File: src/design/modem_status_pkg.sv
//
// Overview of operation
// - status register at 06h when divisor latch, select, sfr clear
// - halt/resume register when enhanced, select set, sfr clear
// - bit 7 carrier-detect, loopback takes user output two
// - bit 6 ring, loopback takes control bit 2
// - bit 5 data-set-ready, loopback takes control bit 0
// - bit 4 clear-to-send, loopback takes control bit 1
// - bit 3 sets on any carrier change
// - bit 2 sets on ring falling only, i.e. ring_n rising
// - bits 1,0 set on dsr, cts change
// - any change flag with enable raises interrupt
// - count at or below resume level resumes flow
// - count at or above halt level halts flow
// - control bit 4 selects internal loopback
// - control bit 2 selects status or halt/resume
//
package modem_status_pkg;
	// ----------------------------------------
	// register map
	// ----------------------------------------
	localparam logic [3:0] modem_line_status_ofs = 4'h6;
	localparam logic [7:0] modem_line_status_rst = 8'h00;
	localparam logic [7:0] flow_halt_resume_rst  = 8'h00;
	// ----------------------------------------
	// field positions
	// ----------------------------------------
	localparam int lfc_divisor_bit  = 7;
	localparam int mcr_loop_bit     = 4;
	localparam int mcr_op2_bit      = 3;
	localparam int mcr_sel_bit      = 2;
	localparam int mcr_rts_bit      = 1;
	localparam int mcr_dtr_bit      = 0;
	localparam int efr_enh_bit      = 4;
	localparam int sfs_sel_bit      = 2;
	localparam logic [6:0] level_unit = 7'h04;
endpackage

File: src/design/flow_threshold.sv
`timescale 1ns/10ps
module flow_threshold
	import modem_status_pkg::*;
(
	// clock and reset
	input  wire logic       mclk_i,
	input  wire logic       rst_i,
	// configuration
	input  wire logic [7:0] levels_i,
	input  wire logic [6:0] rx_count_i,
	input  wire logic       auto_rts_i,
	input  wire logic       auto_sw_i,
	// flow outputs
	output logic            rts_n_o,
	output logic            send_xon_o,
	output logic            send_xoff_o
);
	// ----------------------------------------
	// halt state with hysteresis
	// ----------------------------------------
	// between the two levels the last decision holds, so rts does not chatter
	logic       halted;
	logic       next_halted;
	logic [6:0] resume_lvl;
	logic [6:0] halt_lvl;
	logic       at_halt;
	logic       at_resume;

	assign resume_lvl = 7'(levels_i[7:4]) * level_unit;
	assign halt_lvl   = 7'(levels_i[3:0]) * level_unit;
	assign at_halt    = rx_count_i >= halt_lvl;
	assign at_resume  = rx_count_i <= resume_lvl;

	always_comb begin
		next_halted = halted;
		if (at_halt && !halted)
			next_halted = 1'b1;
		else if (at_resume && halted)
			next_halted = 1'b0;
	end

	always_ff @(posedge mclk_i or posedge rst_i) begin
		if (rst_i) begin
			halted      <= 1'b0;
			rts_n_o     <= 1'b0;
			send_xon_o  <= 1'b0;
			send_xoff_o <= 1'b0;
		end else begin
			halted      <= next_halted;
			rts_n_o     <= auto_rts_i & next_halted;
			send_xoff_o <= auto_sw_i & next_halted & !halted;
			send_xon_o  <= auto_sw_i & !next_halted & halted;
		end
	end
endmodule // flow_threshold

File: src/design/modem_status_flow_thresholds.sv
`timescale 1ns/10ps
module modem_status_flow_thresholds
	import modem_status_pkg::*;
(
	// clock and reset
	input  wire logic       mclk_i,
	input  wire logic       rst_i,
	// register port
	input  wire logic [3:0] addr_i,
	input  wire logic       rd_i,
	input  wire logic       wr_i,
	input  wire logic [7:0] wdata_i,
	output logic      [7:0] rdata_o,
	output logic            rvalid_o,
	// selects from neighbouring registers
	input  wire logic [7:0] line_format_control_i,
	input  wire logic [7:0] modem_output_control_i,
	input  wire logic [7:0] enhanced_features_reg_i,
	input  wire logic [7:0] special_function_select_i,
	// modem inputs
	input  wire logic       carrier_detect_n_i,
	input  wire logic       ring_indicator_n_i,
	input  wire logic       dsr_n_i,
	input  wire logic       cts_n_i,
	// interrupt
	input  wire logic       modem_int_en_i,
	output logic            modem_int_o,
	// flow control
	input  wire logic [6:0] rx_count_i,
	input  wire logic       auto_rts_i,
	input  wire logic       auto_sw_i,
	output logic            rts_n_o,
	output logic            send_xon_o,
	output logic            send_xoff_o,
	output logic            loopback_o
);
	// ----------------------------------------
	// decode
	// ----------------------------------------
	logic loop;
	logic sel_msr;
	logic sel_tcr;
	logic at_ofs;

	assign loop    = modem_output_control_i[mcr_loop_bit];
	assign at_ofs  = addr_i == modem_line_status_ofs;
	assign sel_msr = at_ofs && !line_format_control_i[lfc_divisor_bit]
		&& !modem_output_control_i[mcr_sel_bit] && !special_function_select_i[sfs_sel_bit];
	assign sel_tcr = at_ofs && enhanced_features_reg_i[efr_enh_bit]
		&& modem_output_control_i[mcr_sel_bit] && !special_function_select_i[sfs_sel_bit];
	assign loopback_o = loop;

	// ----------------------------------------
	// live status
	// ----------------------------------------
	logic [3:0] live;
	always_comb begin
		if (loop) begin
			live = {modem_output_control_i[mcr_op2_bit],
				modem_output_control_i[mcr_sel_bit],
				modem_output_control_i[mcr_dtr_bit],
				modem_output_control_i[mcr_rts_bit]};
		end else begin
			live = {~carrier_detect_n_i, ~ring_indicator_n_i, ~dsr_n_i, ~cts_n_i};
		end
	end

	// ----------------------------------------
	// change flags
	// ----------------------------------------
	// edges are taken on the status seen by software, so loopback can exercise them
	logic [3:0] prev;
	logic [3:0] delta;
	logic [3:0] next_delta;
	logic [3:0] hit;
	logic       rd_msr;

	assign rd_msr = rd_i && sel_msr;
	// ring flag wants ring_n low to high, i.e. status bit falling
	assign hit = {live[3] ^ prev[3],
		prev[2] & ~live[2],
		live[1] ^ prev[1],
		live[0] ^ prev[0]};

	always_comb begin
		next_delta = delta;
		if (rd_msr)
			next_delta = 4'h0;
		next_delta = next_delta | hit; // set beats clear
	end

	always_ff @(posedge mclk_i or posedge rst_i) begin
		if (rst_i) begin
			prev  <= 4'h0;
			delta <= modem_line_status_rst[3:0];
		end else begin
			prev  <= live;
			delta <= next_delta;
		end
	end

	assign modem_int_o = modem_int_en_i && (delta != 4'h0);

	// ----------------------------------------
	// halt/resume register and read port
	// ----------------------------------------
	logic [7:0] levels;
	logic [7:0] next_levels;
	logic [7:0] next_rdata;

	always_comb begin
		next_levels = levels;
		if (wr_i && sel_tcr)
			next_levels = wdata_i;
		next_rdata = 8'h00;
		if (sel_msr)
			next_rdata = {live, delta};
		else if (sel_tcr)
			next_rdata = levels;
	end

	always_ff @(posedge mclk_i or posedge rst_i) begin
		if (rst_i) begin
			levels   <= flow_halt_resume_rst;
			rdata_o  <= 8'h00;
			rvalid_o <= 1'b0;
		end else begin
			levels   <= next_levels;
			rvalid_o <= rd_i && (sel_msr || sel_tcr);
			if (rd_i)
				rdata_o <= next_rdata;
		end
	end

	flow_threshold u_flow (
		.mclk_i      (mclk_i),
		.rst_i       (rst_i),
		.levels_i    (levels),
		.rx_count_i  (rx_count_i),
		.auto_rts_i  (auto_rts_i),
		.auto_sw_i   (auto_sw_i),
		.rts_n_o     (rts_n_o),
		.send_xon_o  (send_xon_o),
		.send_xoff_o (send_xoff_o)
	);
endmodule // modem_status_flow_thresholds

File: config.mk
export PLATFORM = sky130hd
export DESIGN_NAME = modem_status_flow_thresholds
export DESIGN_NICKNAME = d
export VERILOG_FILES = /design/src/design/modem_status_pkg.sv /design/src/design/flow_threshold.sv /design/src/design/modem_status_flow_thresholds.sv
export SDC_FILE = /design/constraint.sdc
export NUM_CORES = 1
export LEC_CHECK = 0
export ABC_CLOCK_PERIOD_IN_PS = 3370
export BUFFER_PORTS_ARGS = -buffer_cell sky130_fd_sc_hd__buf_2
export CAP_MARGIN = 10
export CORE_MARGIN = 4
export CORE_UTILIZATION = 40
export CTS_CLUSTER_DIAMETER = 120
export DETAILED_ROUTE_END_ITERATION = 8
export PLACE_DENSITY = 0.72
export SLEW_MARGIN = 20
export SYNTH_ARGS = -nofsm -noshare
export SYNTH_HDL_FRONTEND = slang
export SYNTH_SLANG_ARGS = --single-unit
File: constraint.sdc
create_clock -name mclk_i -period 3.37 [get_ports mclk_i]
set_input_delay 0.1685 -clock mclk_i [delete_from_list [all_inputs] [get_ports mclk_i]]
set_output_delay 0.1685 -clock mclk_i [all_outputs]
set_load 0.03 [all_outputs]
==> summary.txt <==
DRT antenna net count -> 0
synthesis-stage register bit count -> 29
Critical Path Source -> levels[6]
Top-Level Pins -> 76
clock tree root driver cell -> clkbuf_8
area fraction in compound gates after synthesis -> 15.37%
worst-path cell chain -> inv_1 -> ha_1 -> a21o_1 -> a2111oi_2 -> a211oi_1
Net Count, Synth -> 197
router iterations before antenna repair -> 4
Tmin final -> 1.695 ns
Final #Nets -> 253
Setup WS post-layout -> 1.675 ns
total gr overflow -> 0
Synth Area in XOR/XNOR -> 0%
Final Hold Fails -> 29
# DRC -> 0
Synth Area in Adders -> 6.683%
clock sink count -> 29
Tot Pwr -> 768.8 µW
Total GRT Usage -> 16.11%
final setup violating endpoints -> 0
Max Freq -> 589.9 MHz
Sum Neg Setup Slack -> 0 ns
layout cells sized above 1 -> 39.34%
Critical Path Max Stage Delay -> 0.46 ns
Total Wirelength -> 3500 µm
Synthesis Warnings -> 0
number of synthesized flops with an enable pin -> 0
vias in the first global route -> 1353
worst reg2reg path depth -> 5
GPL Wtd Cong -> 0.8115
commonest non-fill, non-tap cell in the layout -> buf_2
slew of the pin with the lowest slew margin -> 0.5768 ns
crit path DAT -> 1.82 ns
core area -> 3468 µm²
Post-DP HPWL -> 2774 µm
failing checks -> hold timing
P_leak -> 0.9744 nW
gate count after technology mapping -> 127
Initial Util -> 43.18%
Max Cap Violations -> 0
crit path max fanout -> 3
port bufs -> 51
Slew headroom -> 61.49%
# diodes -> 0
Cell variety after synth -> 34
clock skew -> 0.005272 ns
Via Count -> 1211
CTS Hold Bufs -> 0
leading area contributor after synthesis -> dfrtp_1
Final Util -> 54.33%
unrepaired setup endpoints after global routing -> false
Reg-to-Reg Start -> levels[6]
Layout Cells excl Fill -> 229
commonest non-fill, non-tap cells in the layout -> buf_2, dfrtp_1, inv_1
IR drop worst, VDD -> 0.0001971 V
Seq/Total Area, Yosys -> 48.45%
CP required -> 3.50 ns
fraction of registers with async set/reset -> 100.0%
clock tree buffer depth -> 2
largest family of logic cells by synthesized area -> simple AND/OR/NAND/NOR gates
fin crit share -> 50.31%
share of the synthesized area in the top cell type -> 48.45%
CTS tree -> yes
first-pass GRT wire length -> 6258 µm
Die Area -> 4787 µm²
Num CTS Buffers -> 5
outcome -> finished, violations left
Post-synth top flop -> dfrtp_1
# fillers -> 342
PD cells -> 408.0 nW/µm²
largest net degree at the start of global routing -> 30
CP max stage cell -> a2111oi_2
Rows -> 21
post-CTS sizing -> 0
final slew viol count -> 0
mux cell area share after synthesis -> 6.683%
synth top area cells -> dfrtp_1, ha_1, mux2_2, a221o_1, inv_1
Placed Instance Area -> 1798 µm²
WHS -> -0.05418 ns
Mean Syn Cell Area -> 11.79 µm²
initial antenna violation count -> 0
Worst setup SP type -> flop
clk slew on worst S/H paths -> 0.06 ns
Critical Path End Type -> flop
Simple-Gate Fraction of Synth Area -> 18.96%
Area growth syn-to-layout -> 25.81%
initial DRC count -> 35
latest clock arrival within the worst-skew pair -> 0.28 ns
Hold Crit Class -> input port to asynchronous set/reset pin
WL/cell -> 15.28 µm
Die W -> 69.19 µm
DP Worst Slack -> 1.710 ns
Syn Std Cell Area -> 1498 µm²
drt via density -> 5.288
Setup CP Type -> flop to flop
Die Ht -> 69.19 µm
finished layout cell area -> 1884 µm²
number of setup buffers added after CTS -> 0
H-tree lvl count -> 2
# placed instances -> 222
kinds of logic after synthesis:
kind of cell	count (synthesis)
simple gates	39
flops	29
compound gates	28
buf+inv	14
mux	9
fa+ha+maj	8
critical path: cells and delay by family (launching register included):
kind | cells | cell delay [ns]
compound gates | 3 | 0.78
flops | 1 | 0.38
fa+ha+maj | 1 | 0.32
buf+inv | 1 | 0.07
area by class of cell:
class | instances | area [µm²] | share of cell area (%)
tap | 46 | 57.56 | 3.054
timing repair buffer | 51 | 255.2 | 13.55
inverter | 12 | 45.04 | 2.390
clock buffer | 7 | 86.33 | 4.582
multi-input combinational | 84 | 714.4 | 37.91
sequential | 29 | 725.7 | 38.51
worst paths after layout:
check                                         end  slack, ns
worst min register to register          levels[5]       0.52
worst min-delay path               u_flow.rts_n_o      -0.05
max in group asynchronous              rdata_o[5]       3.04
min in group mclk_i             u_flow.send_xon_o       0.12
worst max-delay path                u_flow.halted       1.67
worst max register to register      u_flow.halted       1.67
power breakdown:
group	internal, mW	leakage (nW)	switching (mW)
Clock	0.161	0.0443	0.119
Sequential	0.365	0.364	0.0108
Combinational	0.0516	0.566	0.0609
cell usage after synthesis (2+ instances only):
cell       count
nand3_1        5
nor2b_1        5
mux2_2         8
dfrtp_1       29
ha_1           8
nand2b_1       7
a21o_1         5
nor2_1         2
inv_1         12
and2_1         2
nand4b_1       2
a211oi_1       2
a21oi_1        2
a221o_1        8
o21ai_0        6
and2b_1        5
a2111oi_2      2
per-layer routing:
metal | vias up | GRT usage [%] | part of all wire (%)
li1 | 577 | - | -
met1 | 597 | 18.86 | 43
met2 | 31 | 27.65 | 50
met3 | 6 | 4.493 | 4.6
met4 | 0 | 6.508 | 1.8
met5 | - | 0 | 0
flip-flops by register name (all words and copies together) (netlist names):
| register | count |
|---|---|
| rvalid_o | 1 |
| u_flow.send_xon_o | 1 |
| u_flow.send_xoff_o | 1 |
| rdata_o | 8 |
| u_flow.rts_n_o | 1 |
| levels | 8 |
| prev | 4 |
| u_flow.halted | 1 |
| delta | 4 |
Note: power is estimated with default switching activity, not from simulation.
